**src/shared/rut_pkg.sv**
```systemverilog
// Purpose: Shared constants for the reload up/down timer.
// Assumes: 50 MHz core clock; count tick is the core clock divided by twelve.
// Notes:   Mode codes come from the receive, transmit and capture/reload select bits.
`default_nettype none
package rut_pkg;
   localparam int unsigned   TICK_DIVIDE  = 12;
   localparam logic [3:0]    DIV_LAST     = 4'hb;
   localparam logic [3:0]    DIV_RESET    = 4'h0;
   localparam logic [7:0]    BYTE_RESET   = 8'h00;
   localparam logic [7:0]    BYTE_FULL    = 8'hff;
   localparam logic [15:0]   COUNT_FULL   = 16'hffff;
   typedef enum logic [1:0] {
      RUT_MODE_CAPTURE = 2'b00,
      RUT_MODE_RELOAD  = 2'b01,
      RUT_MODE_BAUD    = 2'b10
   } rut_mode_t;
endpackage : rut_pkg
`default_nettype wire

```
**src/design/rut_sync.sv**
```systemverilog
// Purpose: Two-flop synchroniser for pin inputs.
// Assumes: Inputs are asynchronous to CLOCK.
// Notes:   The first stage feeds only the second stage.
`timescale 1ns/1ps
`default_nettype none
module rut_sync (
   // Clock and reset
   input  wire logic clk,
   input  wire logic rst_n,
   // Data
   input  wire logic d,
   output var  logic q
);
   logic meta_q;
   logic meta_d;
   logic q_d;

   // Next values
   always_comb begin
      meta_d = d;
      q_d    = meta_q;
   end

   // Two stages
   always_ff @(posedge clk or negedge rst_n) begin
      if (!rst_n) begin
         meta_q <= 1'b0;
         q      <= 1'b0;
      end else begin
         meta_q <= meta_d;
         q      <= q_d;
      end
   end
endmodule : rut_sync
`default_nettype wire

```
**src/design/rut_timer.sv**
```systemverilog
// Purpose: 16-bit timer/counter with auto-reload and up/down counting.
// Assumes: Software bits arrive as plain synchronous ports; pins are asynchronous.
// Notes:   Capture mode captures the count on a direction pin falling edge.
//
// Contract
// - The count is a low byte and a high byte, the high byte stepping on low byte carry.
// - The count source is the core clock divided by twelve, or events on the count pin.
// - The low byte advances only while the run bit is set, otherwise the count holds; the code still loads it on a count write or an event reload.
// - Capture, auto-reload and baud modes are picked by the receive, transmit and reload bits.
// - Auto-reload with down-count clear is the classic timer, set gives up/down by direction pin.
// - Counting up in up/down mode, a wrap past FFFFh sets the overflow flag and an interrupt.
// - An upward overflow in up/down mode loads the reload pair into the count.
// - Counting down, a count equal to the reload pair is the underflow condition.
// - A downward underflow sets the overflow flag and loads FFFFh into the count.
// - In up/down mode the external flag toggles on every overflow or underflow.
// - In up/down mode the external flag never raises an interrupt request.
// - Auto-reload mode is a self-reloading 16-bit timer or event counter.
// - With events enabled, a direction pin fall that captures or reloads sets the external flag.
// - With the receive clock bit set, timer overflows become the serial receive clock.
`timescale 1ns/1ps
`default_nettype none
module rut_timer (
   // Clock and reset
   input  wire logic        CLOCK,
   input  wire logic        RESET_N,
   // Pins
   input  wire logic        EXTERNAL_COUNT_PIN,
   input  wire logic        DIRECTION_PIN,
   // Control bits
   input  wire logic        COUNT_SOURCE_SELECT,
   input  wire logic        RUN_CONTROL_BIT,
   input  wire logic        RECEIVE_CLOCK_SELECT,
   input  wire logic        TRANSMIT_CLOCK_SELECT,
   input  wire logic        CAPTURE_RELOAD_SELECT,
   input  wire logic        DOWN_COUNT_ENABLE,
   input  wire logic        EXTERNAL_EVENT_ENABLE,
   input  wire logic        TIMER_INT_ENABLE,
   // Software writes
   input  wire logic        COUNT_WRITE,
   input  wire logic [15:0] COUNT_WRITE_VALUE,
   input  wire logic        RELOAD_WRITE,
   input  wire logic [15:0] RELOAD_WRITE_VALUE,
   input  wire logic        OVERFLOW_FLAG_CLEAR,
   input  wire logic        EXTERNAL_FLAG_CLEAR,
   // Status
   output var  logic [7:0]  COUNT_LOW_BYTE,
   output var  logic [7:0]  COUNT_HIGH_BYTE,
   output var  logic [7:0]  RELOAD_LOW_BYTE,
   output var  logic [7:0]  RELOAD_HIGH_BYTE,
   output var  logic        OVERFLOW_FLAG,
   output var  logic        EXTERNAL_FLAG,
   output var  logic        INTERRUPT_REQUEST,
   output var  logic        RECEIVE_CLOCK_PULSE,
   output var  logic        TRANSMIT_CLOCK_PULSE
);
   // Reset release
   logic rst_a_q;
   logic rst_q;
   always_ff @(posedge CLOCK or negedge RESET_N) begin
      if (!RESET_N) begin
         rst_a_q <= 1'b0;
         rst_q   <= 1'b0;
      end else begin
         rst_a_q <= 1'b1;
         rst_q   <= rst_a_q;
      end
   end

   // Pin synchronisers
   logic cnt_pin_s;
   logic dir_pin_s;
   rut_sync u_sync_cnt (
      .clk   (CLOCK),
      .rst_n (rst_q),
      .d     (EXTERNAL_COUNT_PIN),
      .q     (cnt_pin_s)
   );
   rut_sync u_sync_dir (
      .clk   (CLOCK),
      .rst_n (rst_q),
      .d     (DIRECTION_PIN),
      .q     (dir_pin_s)
   );

   // Mode decode; either serial clock bit wins over capture/reload
   rut_pkg::rut_mode_t mode;
   always_comb begin
      if (RECEIVE_CLOCK_SELECT || TRANSMIT_CLOCK_SELECT) begin
         mode = rut_pkg::RUT_MODE_BAUD;
      end else if (CAPTURE_RELOAD_SELECT) begin
         mode = rut_pkg::RUT_MODE_CAPTURE;
      end else begin
         mode = rut_pkg::RUT_MODE_RELOAD;
      end
   end

   // State
   logic [3:0]  div_q, div_d;
   logic        cnt_prev_q, cnt_prev_d;
   logic        dir_prev_q, dir_prev_d;
   logic [7:0]  low_q, low_d;
   logic [7:0]  high_q, high_d;
   logic [15:0] rld_q, rld_d;
   logic        ovf_q, ovf_d;
   logic        exf_q, exf_d;
   logic        irq_q, irq_d;
   logic        rxp_q, rxp_d;
   logic        txp_q, txp_d;

   // Working terms
   logic        tick;
   logic        step;
   logic        updown;
   logic        count_up;
   logic        low_carry;
   logic        wrap_up;
   logic        wrap_down;
   logic        dir_fall;
   logic        ext_event;
   logic [15:0] count;
   logic        set_ovf;
   logic        set_exf;
   logic        tog_exf;
   logic        exf_irq;

   // Next-state computation
   always_comb begin
      div_d      = div_q;
      cnt_prev_d = cnt_pin_s;
      dir_prev_d = dir_pin_s;
      low_d      = low_q;
      high_d     = high_q;
      rld_d      = rld_q;
      rxp_d      = 1'b0;
      txp_d      = 1'b0;
      set_ovf    = 1'b0;
      set_exf    = 1'b0;
      tog_exf    = 1'b0;
      count      = {high_q, low_q};
      // Divide by twelve enable; falling edge on the count pin is an event
      tick       = (div_q == rut_pkg::DIV_LAST);
      if (tick) begin
         div_d = rut_pkg::DIV_RESET;
      end else begin
         div_d = div_q + 4'h1;
      end
      step       = RUN_CONTROL_BIT &&
                   (COUNT_SOURCE_SELECT ? (cnt_prev_q && !cnt_pin_s) : tick);
      updown     = (mode == rut_pkg::RUT_MODE_RELOAD) && DOWN_COUNT_ENABLE;
      count_up   = !updown || dir_pin_s;
      low_carry  = (low_q == rut_pkg::BYTE_FULL);
      wrap_up    = count_up && (count == rut_pkg::COUNT_FULL);
      wrap_down  = !count_up && (count == rld_q);
      dir_fall   = dir_prev_q && !dir_pin_s;
      // Up/down counting owns the direction pin, so its edges are not events there
      ext_event  = EXTERNAL_EVENT_ENABLE && dir_fall && !updown;
      if (step) begin
         if (wrap_up) begin
            if (mode == rut_pkg::RUT_MODE_CAPTURE) begin
               {high_d, low_d} = {rut_pkg::BYTE_RESET, rut_pkg::BYTE_RESET};
            end else begin
               {high_d, low_d} = rld_q;
            end
            if (mode == rut_pkg::RUT_MODE_BAUD) begin
               rxp_d = RECEIVE_CLOCK_SELECT;
               txp_d = TRANSMIT_CLOCK_SELECT;
            end else begin
               set_ovf = 1'b1;
            end
            tog_exf = updown;
         end else if (wrap_down) begin
            {high_d, low_d} = rut_pkg::COUNT_FULL;
            set_ovf = 1'b1;
            tog_exf = 1'b1;
         end else if (count_up) begin
            low_d = low_q + 8'h01;
            if (low_carry) begin
               high_d = high_q + 8'h01;
            end
         end else begin
            low_d = low_q - 8'h01;
            if (low_q == rut_pkg::BYTE_RESET) begin
               high_d = high_q - 8'h01;
            end
         end
      end
      // Direction pin falling edge captures or forces a reload
      if (ext_event) begin
         if (mode == rut_pkg::RUT_MODE_CAPTURE) begin
            rld_d = count;
         end else if (mode == rut_pkg::RUT_MODE_RELOAD) begin
            {high_d, low_d} = rld_q;
         end
         // Baud mode neither captures nor reloads, so the edge raises no flag there
         set_exf = (mode != rut_pkg::RUT_MODE_BAUD);
      end
      // Software writes yield to hardware loads only for the reload pair capture
      if (COUNT_WRITE) begin
         {high_d, low_d} = COUNT_WRITE_VALUE;
      end
      if (RELOAD_WRITE && !(ext_event && mode == rut_pkg::RUT_MODE_CAPTURE)) begin
         rld_d = RELOAD_WRITE_VALUE;
      end
      // Flags: a hardware set wins over a software clear in the same cycle
      ovf_d = set_ovf || (ovf_q && !OVERFLOW_FLAG_CLEAR);
      if (set_exf) begin
         exf_d = 1'b1;
      end else if (tog_exf) begin
         exf_d = !exf_q;
      end else begin
         exf_d = exf_q && !EXTERNAL_FLAG_CLEAR;
      end
      // External flag requests nothing while counting up/down
      exf_irq = exf_d && !updown;
      irq_d   = TIMER_INT_ENABLE && (ovf_d || exf_irq);
   end

   // Registers
   always_ff @(posedge CLOCK or negedge rst_q) begin
      if (!rst_q) begin
         div_q      <= rut_pkg::DIV_RESET;
         cnt_prev_q <= 1'b0;
         dir_prev_q <= 1'b0;
         low_q      <= rut_pkg::BYTE_RESET;
         high_q     <= rut_pkg::BYTE_RESET;
         rld_q      <= {rut_pkg::BYTE_RESET, rut_pkg::BYTE_RESET};
         ovf_q      <= 1'b0;
         exf_q      <= 1'b0;
         irq_q      <= 1'b0;
         rxp_q      <= 1'b0;
         txp_q      <= 1'b0;
      end else begin
         div_q      <= div_d;
         cnt_prev_q <= cnt_prev_d;
         dir_prev_q <= dir_prev_d;
         low_q      <= low_d;
         high_q     <= high_d;
         rld_q      <= rld_d;
         ovf_q      <= ovf_d;
         exf_q      <= exf_d;
         irq_q      <= irq_d;
         rxp_q      <= rxp_d;
         txp_q      <= txp_d;
      end
   end

   // Outputs straight from flops
   always_comb begin
      COUNT_LOW_BYTE       = low_q;
      COUNT_HIGH_BYTE      = high_q;
      RELOAD_LOW_BYTE      = rld_q[7:0];
      RELOAD_HIGH_BYTE     = rld_q[15:8];
      OVERFLOW_FLAG        = ovf_q;
      EXTERNAL_FLAG        = exf_q;
      INTERRUPT_REQUEST    = irq_q;
      RECEIVE_CLOCK_PULSE  = rxp_q;
      TRANSMIT_CLOCK_PULSE = txp_q;
   end

   // Checks
   chk_run_hold: assert property (@(posedge CLOCK) disable iff (!rst_q)
      (!RUN_CONTROL_BIT && !COUNT_WRITE && !ext_event) |=> $stable({high_q, low_q}))
      else $error("count moved while stopped");
   chk_up_reload: assert property (@(posedge CLOCK) disable iff (!rst_q)
      (step && wrap_up && mode == rut_pkg::RUT_MODE_RELOAD && !COUNT_WRITE && !ext_event)
      |=> ({high_q, low_q} == $past(rld_q)) && ovf_q)
      else $error("overflow did not reload");
   chk_down_wrap: assert property (@(posedge CLOCK) disable iff (!rst_q)
      (step && wrap_down && !COUNT_WRITE && !ext_event)
      |=> ({high_q, low_q} == rut_pkg::COUNT_FULL) && ovf_q)
      else $error("underflow did not load full count");
   chk_ext_toggle: assert property (@(posedge CLOCK) disable iff (!rst_q)
      (step && updown && (wrap_up || wrap_down) && !ext_event) |=> (exf_q != $past(exf_q)))
      else $error("external flag did not toggle");
   chk_ext_noirq: assert property (@(posedge CLOCK) disable iff (!rst_q)
      (updown && !ovf_d) |=> !irq_q)
      else $error("request raised by external flag");
   chk_ovf_sticky: assert property (@(posedge CLOCK) disable iff (!rst_q)
      (ovf_q && !OVERFLOW_FLAG_CLEAR) |=> ovf_q)
      else $error("overflow flag dropped");
   chk_irq_follow: assert property (@(posedge CLOCK) disable iff (!rst_q)
      (ovf_q && TIMER_INT_ENABLE && !OVERFLOW_FLAG_CLEAR) |=> irq_q)
      else $error("request not following flag");
   chk_step_tick: assert property (@(posedge CLOCK) disable iff (!rst_q)
      (tick && !COUNT_SOURCE_SELECT) |=> (!tick) [*8])
      else $error("divider ticks too often");
endmodule : rut_timer
`default_nettype wire

```
**config.mk**
```make
export PLATFORM = sky130hd
export DESIGN_NAME = rut_timer
export DESIGN_NICKNAME = d
export VERILOG_FILES = /design/src/shared/rut_pkg.sv /design/src/design/rut_sync.sv /design/src/design/rut_timer.sv
export SDC_FILE = /design/constraint.sdc
export NUM_CORES = 1
export LEC_CHECK = 0
export BUFFER_PORTS_ARGS = -buffer_cell sky130_fd_sc_hd__buf_2
export CAP_MARGIN = 30
export CORE_MARGIN = 2
export CORE_UTILIZATION = 54
export DETAILED_ROUTE_END_ITERATION = 10
export PLACE_DENSITY_LB_ADDON = 0.2
export SYNTH_ARGS = -nofsm -noshare
export SYNTH_HDL_FRONTEND = slang
export SYNTH_SLANG_ARGS = --single-unit
```
**constraint.sdc**
```tcl
create_clock -name CLOCK -period 1.9 [get_ports CLOCK]
set_input_delay 0.285 -clock CLOCK [delete_from_list [all_inputs] [get_ports CLOCK]]
set_output_delay 0.285 -clock CLOCK [all_outputs]
set_load 0.02 [all_outputs]
```
After elaboration in Yosys (flattened, before gate mapping)
Index checks and enable logic that the tools add are counted.

word-level totals
  input bits = 48
  word-level logic and storage cells = 102
  output and inout port bits = 37
  register bits = 49

operators by class
  muxes and demuxes = 42
  equality and inequality tests = 7
  add/subtract/negate cells = 5
  reduce and logical (&&, ||, !) cells = 31

operator list
  kind                                                 number
  2-to-1 mux 8 bit                                     20
  2-to-1 mux 16 bit                                    3
  2-to-1 mux 1 bit                                     17
  adder 8 x 1 -> 8 bit, second input constant          2
  equality test 16 bit                                 1
  equality test 16 bit, second input constant          1
  subtractor 8 x 1 -> 8 bit, second input constant     2
  logical AND 1 bit                                    14
  equality test 8 bit, second input constant           1
  logical NOT 1 bit                                    8
  logical NOT 8 bit                                    1
  adder 4 x 1 -> 4 bit, second input constant          1
  equality test 4 bit, second input constant           1
  logical OR 1 bit                                     4
  2-to-1 mux 4 bit                                     1
  nonzero test 2 bit                                   2
  equality test 2 x 1 -> 1 bit, second input constant  1
  equality test 2 bit, second input constant           1
  logical NOT 2 bit                                    1
  2-to-1 mux 2 bit                                     1
  inequality test 2 bit, second input constant         1
  AND reduction 2 bit                                  1

Longest topological paths before layout
  depth after elaboration = 16
  gate-level depth with buffers = 10
  gate-level depth less buffers = 9

Modules after synthesis
A second synthesis with hierarchy kept.

unflattened totals
  cells, all modules = 408
  area, all modules = 3,400.8 µm²

modules (own cells, without submodules)
  module     times used  area each (µm²)  cells an instance  seq. area each (µm²)
  rut_timer  1           3,300.7          404                1,126.1
  rut_sync   2           50.0             2                  50.0

Least setup slack after synthesis
OpenSTA, ideal clock, no wires.

  path kind = input-to-reg
  from = input port TRANSMIT_CLOCK_SELECT
  to = register low_q[6] (netlist: COUNT_LOW_BYTE[6])
  stages = 10
  setup slack = -0.801 ns
  required time = 1.768 ns
  buffers on the path = 1
  arrival time = 2.569 ns
  setup time = 0.132 ns
  cell sequence = or4b_4 buf_6 or2_4 xnor2_1 ha_1 or4_1 o22ai_1 xor2_1 o31ai_1 a21oi_1

on the way
  longest elaborated chain between the ends = 15

ends and longest elaborated chain
  item                          line                                RTL
  start: declaration            rut_timer.sv:33                     input wire logic TRANSMIT_CLOCK_SELECT,
  logical OR 1 bit (*)          rut_timer.sv:88                     if (RECEIVE_CLOCK_SELECT || TRANSMIT_CLOCK_SELECT) begin
  2-to-1 mux 2 bit (*)          rut_timer.sv:88
  equality test 2 x 1 -> 1 bit  rut_timer.sv:149, rut_timer.sv:191
  logical AND 1 bit             rut_timer.sv:149                    updown = (mode == rut_pkg::RUT_MODE_RELOAD) && DOWN_COUNT_ENABLE;
  logical NOT 1 bit             rut_timer.sv:150, rut_timer.sv:156
  logical OR 1 bit              rut_timer.sv:150                    count_up = !updown || dir_pin_s;
  logical NOT 1 bit             rut_timer.sv:153                    wrap_down = !count_up && (count == rld_q);
  logical AND 1 bit             rut_timer.sv:153
  2-to-1 mux 8 bit              rut_timer.sv:171                    end else if (wrap_down) begin
  2-to-1 mux 8 bit              rut_timer.sv:158                    if (wrap_up) begin
  2-to-1 mux 8 bit              rut_timer.sv:157                    if (step) begin
  2-to-1 mux 8 bit              rut_timer.sv:191                    end else if (mode == rut_pkg::RUT_MODE_RELOAD) begin
  2-to-1 mux 8 bit              rut_timer.sv:189                    if (mode == rut_pkg::RUT_MODE_CAPTURE) begin
  2-to-1 mux 8 bit (*)          rut_timer.sv:188                    if (ext_event) begin
  2-to-1 mux 8 bit (*)          rut_timer.sv:198                    if (COUNT_WRITE) begin
  net low_d[6]                  rut_timer.sv:101                    logic [7:0] low_q, low_d;
  end signal: assignment        rut_timer.sv:224                    low_q <= rut_pkg::BYTE_RESET;
  end signal: assignment        rut_timer.sv:236                    low_q <= low_d;
  end: declaration              rut_timer.sv:101

The timed path passes the listed nets; every way through them passes the cells marked *.
A chain may end at the register's enable or synchronous reset.

Final worst setup path
  from = register low_q[2] (netlist: COUNT_LOW_BYTE[2])
  to = register high_q[2] (netlist: COUNT_HIGH_BYTE[2])

on the way
  longest elaborated chain between the ends = 10

ends and longest elaborated chain
  item                                                      line                                RTL
  equality test 8 bit or logical NOT 8 bit (tied branches)  rut_timer.sv:151, rut_timer.sv:182
  2-to-1 mux 8 bit (on tied branches)                       rut_timer.sv:177, rut_timer.sv:182
  2-to-1 mux 8 bit                                          rut_timer.sv:175                    end else if (count_up) begin
  2-to-1 mux 8 bit                                          rut_timer.sv:171
  2-to-1 mux 8 bit (*)                                      rut_timer.sv:158
  2-to-1 mux 8 bit (*)                                      rut_timer.sv:157
  2-to-1 mux 8 bit                                          rut_timer.sv:191
  2-to-1 mux 8 bit                                          rut_timer.sv:189
  2-to-1 mux 8 bit (*)                                      rut_timer.sv:188
  2-to-1 mux 8 bit (*)                                      rut_timer.sv:198
  net high_d[2]                                             rut_timer.sv:102                    logic [7:0] high_q, high_d;
  end signal: assignment                                    rut_timer.sv:225                    high_q <= rut_pkg::BYTE_RESET;
  end signal: assignment                                    rut_timer.sv:237                    high_q <= high_d;
  end: declaration                                          rut_timer.sv:102

Marks and branches as above.

==> impl_results.md <==
- Status: finished, violations left
- Failing checks: setup timing
- DRC: 0
- Initial antenna violation count: 0
- Skew-Pair Late Insertion Delay: 0.31 ns
- Clock root cell: clkbuf_8
- Total power: 2.97 mW
- CP Max Fanout: 2
- Clock Power Share: 0.220
- Number of global-route vias before repair: 3889
- DIE WIDTH: 83.9 um
- WL final: 12.8 mm
- Syn_area_per_cell: 8.50 sq um
- Synthesis warning total: 0
- ANT cells: 0
- Worst Min Path Start: DIRECTION_PIN
- Total nets after synthesis: 457
- Final setup viols: 16
- Initial core utilization: 0.552
- Area growth from synthesis to layout: 52.5%
- PwrDens: around 560 nW/um^2
- Post-synth EDFFs: 0
- Fmax: approximately 0.44 GHz
- GRT overflow: 0
- Via count: around 4200
- CP Data Arrival Time: ~2.5 ns
- Num Clock Sinks: 49
- Sequential area share after synthesis: 0.356
- Pin count of the biggest net entering global routing: 33
- Final WS setup: -0.352 ns
- Highest-delay cell along the critical path: or4_4
- MaxCap Viol Count: 0
- Die Y: 83.9 um
- Reg2reg end: COUNT_HIGH_BYTE[2]
- Sequential power share: 0.406
- Final hold vios: 0
- Netlist cell types: 66
- Max clock buf depth: 2
- Initial DRC count: 646
- WP buf/inv: 1
- Req. time, crit path: 2.10 ns
- CP Class: flip-flop to flip-flop
- H-tree depth: 2
- Cell count of the worst reg-to-reg path: 7
- Worst-path clk slew: approximately 0.10 ns
- Final period util: 1.19
- RSZ-0062 raised after global routing: true
- Setup Slack @ Placement: -0.712 ns
- DRT antenna net count: 0
- Worst Hold End: u_sync_dir.meta_q
- R2R setup slack: -0.35 ns
- Ys async rst share: 1.00
- CP max stage delay: ~0.58 ns
- Pint: approximately 1.9 mW
- Hold depth: 1
- Avg Vias per Cell: 6.33
- Cells after Synth: 405
- CP startpoint kind: flip-flop
- Cell Chain, Critical Path: or4_4 > nor4b_4 > buf_4 > a22oi_2 > mux2_4 > a31oi_4 > a22oi_2
- Sw Ratio: 0.363
- Sw Pwr: between 1 and 1.5 mW
- Final HPWL DP: 9.23 mm
- Core ar.: about 6200 sq um
- Critical path's most frequent cell: a22oi_2
- Maximum VDD drop: 0.446 mV
- Yosys reg bits: between 40 and 50
- Final core occ: 0.842
- Final Critical Period: 2.25 ns
- Clock Skews: 0.00442 ns
- GRT Total Usage: 0.358
- Worst R2R Start: COUNT_LOW_BYTE[2]
- Nets: between 600 and 700
- I/O pin cnt: 85
- Post-DR wirelength/cell: slightly below 20 um
- Commonest register cell after synthesis: dfrtp_1
- Port Buffers: 84
- Row cnt: 29
- Max Slew Vio Count: 0
- CTS buffer count: 5
- CTS tree: yes
- Share of cells above drive strength 1: 0.469
- Filler cell count: about 390
- Critical path capture point type: flip-flop
- Comb power frac: 0.375
- Total iterations of the first detailed-routing run: 5
- Mapped cell area: about 3400 sq um
- Leakage power: ~2.5 nW
- Hold WC Path Type: primary input to flip-flop
- Top delay family on crit path: simple AND/OR/NAND/NOR gates
- Full die area: 7030 sq um
- First-pass GRT wire length: between 15 and 20 mm
- Gpl congestion: 0.952
flip-flops by register name, summed over array words and instances (netlist names), 4 cells and up:
name,cells
COUNT_HIGH_BYTE,8
COUNT_LOW_BYTE,8
div_q,4
rld_q,16
area by class of cell:
class / instances / area (sq um) / area share
Multi-Input combinational cell: 311 / 2340 / 0.446
Timing Repair Buffer: 209 / 1460 / 0.278
Clock inverter: 3 / 21.3 / 0.00405
Sequential cell: 49 / 1230 / 0.235
Tap cell: 77 / 96.3 / 0.0183
Clock buffer: 5 / 68.8 / 0.0131
Inverter: 9 / 33.8 / 0.00643
per-layer routing:
| metal | track usage | vias up | part of all wire |
|---|---|---|---|
| met5 | 0 | - | 0 |
| met4 | 0.111 | 0 | 0.030 |
| met3 | 0.0821 | 50 | 0.087 |
| met2 | 0.571 | 268 | 0.48 |
| met1 | 0.485 | 2016 | 0.41 |
| li1 | - | 1864 | - |
through the flow:
stage	hold slack [ns]	setup TNS [ns]	instances	instance area, sq um
floorplan	-0.0106	-4.62	405	3500
global placement	0.0702	-11.48	631	4630
detailed placement	0.0712	-11.54	631	4630
CTS	0.0705	-3.20	654	5030
global route	0.0642	-5.52	663	5250
finish	0.0738	-4.12	663	5250
synth_stat cells (3+ instances only):
master	instances	area (sq um)
or2_2	3	18.8
o221ai_1	6	52.6
clkbuf_1	29	109
a211oi_1	7	52.6
nand2_1	50	188
dfrtp_1	49	1230
a32oi_1	3	26.3
nand4_1	6	37.5
o21ai_1	3	15.0
and4_1	3	26.3
o32ai_1	3	26.3
xor2_1	17	149
and2_1	4	25.0
a211o_1	3	26.3
nor2_1	25	93.8
and3_1	8	50.1
or3_1	5	31.3
a22oi_1	6	45.0
xnor2_1	5	43.8
inv_1	9	33.8
ha_1	4	50.1
o22ai_1	4	25.0
o21ai_0	32	160
o211ai_1	6	45.0
nor3_1	13	65.1
a31oi_1	4	25.0
buf_2	4	20.0
nand3_1	11	55.1
nor4_1	8	50.1
a21oi_1	12	60.1
mux2i_1	17	170
power groups by stage:
stage	combinational, mW	sequential, mW	clock, mW
finish	1.11	1.20	0.651
global placement	0.943	1.22	0
CTS	1.04	1.20	0.657
global route	1.18	1.21	0.689
detailed placement	0.957	1.22	0
floorplan	0.405	1.33	0
logic make-up (layout without fill, tap and decap cells):
group,after synthesis,after routing,synth area share
xor+xnor,22,22,0.0560
simple gates,154,154,0.238
flops,49,49,0.356
fa+ha+maj,4,4,0.0145
compound gates,111,111,0.222
other cells,1,1,0.00109
mux,19,19,0.0560
buf+inv,45,226,0.0560
placed cells by master (no fill, tap or decap), types with 5 or more instances in the layout:
master	count
buf_4	109
buf_2	83
nand2_1	49
dfrtp_1	43
o21ai_0	27
nor2_1	22
xor2_1	17
mux2i_1	17
a21oi_1	11
buf_6	11
nand3_1	10
inv_1	9
nor3_1	8
and3_1	8
o21ai_1	7
dfrtp_2	6
nand4_1	6
o211ai_1	6
o221ai_1	6
clkbuf_8	5
worst max-delay path by stage:
stage	startpoint	end	slack, ns	depth (start not counted)
floorplan	CAPTURE_RELOAD_SELECT	COUNT_LOW_BYTE[6]	-0.68	10
detailed placement	CAPTURE_RELOAD_SELECT	COUNT_LOW_BYTE[6]	-0.71	10
global route	COUNT_LOW_BYTE[2]	COUNT_HIGH_BYTE[7]	-0.46	7
finish	COUNT_LOW_BYTE[2]	COUNT_HIGH_BYTE[2]	-0.35	7
global placement	CAPTURE_RELOAD_SELECT	COUNT_LOW_BYTE[6]	-0.69	10
CTS	CAPTURE_RELOAD_SELECT	COUNT_LOW_BYTE[6]	-0.32	10
timing repair:
item	in CTS	in global routing
pin swaps	17	18
buffers inserted	14	10
cloned	0	0
gates resized for setup	39	29
endpoints found under the hold margin	2	0
endpoints found under the setup margin	18	21
hold buffers	1	0
(Power assumes the default switching activity.)
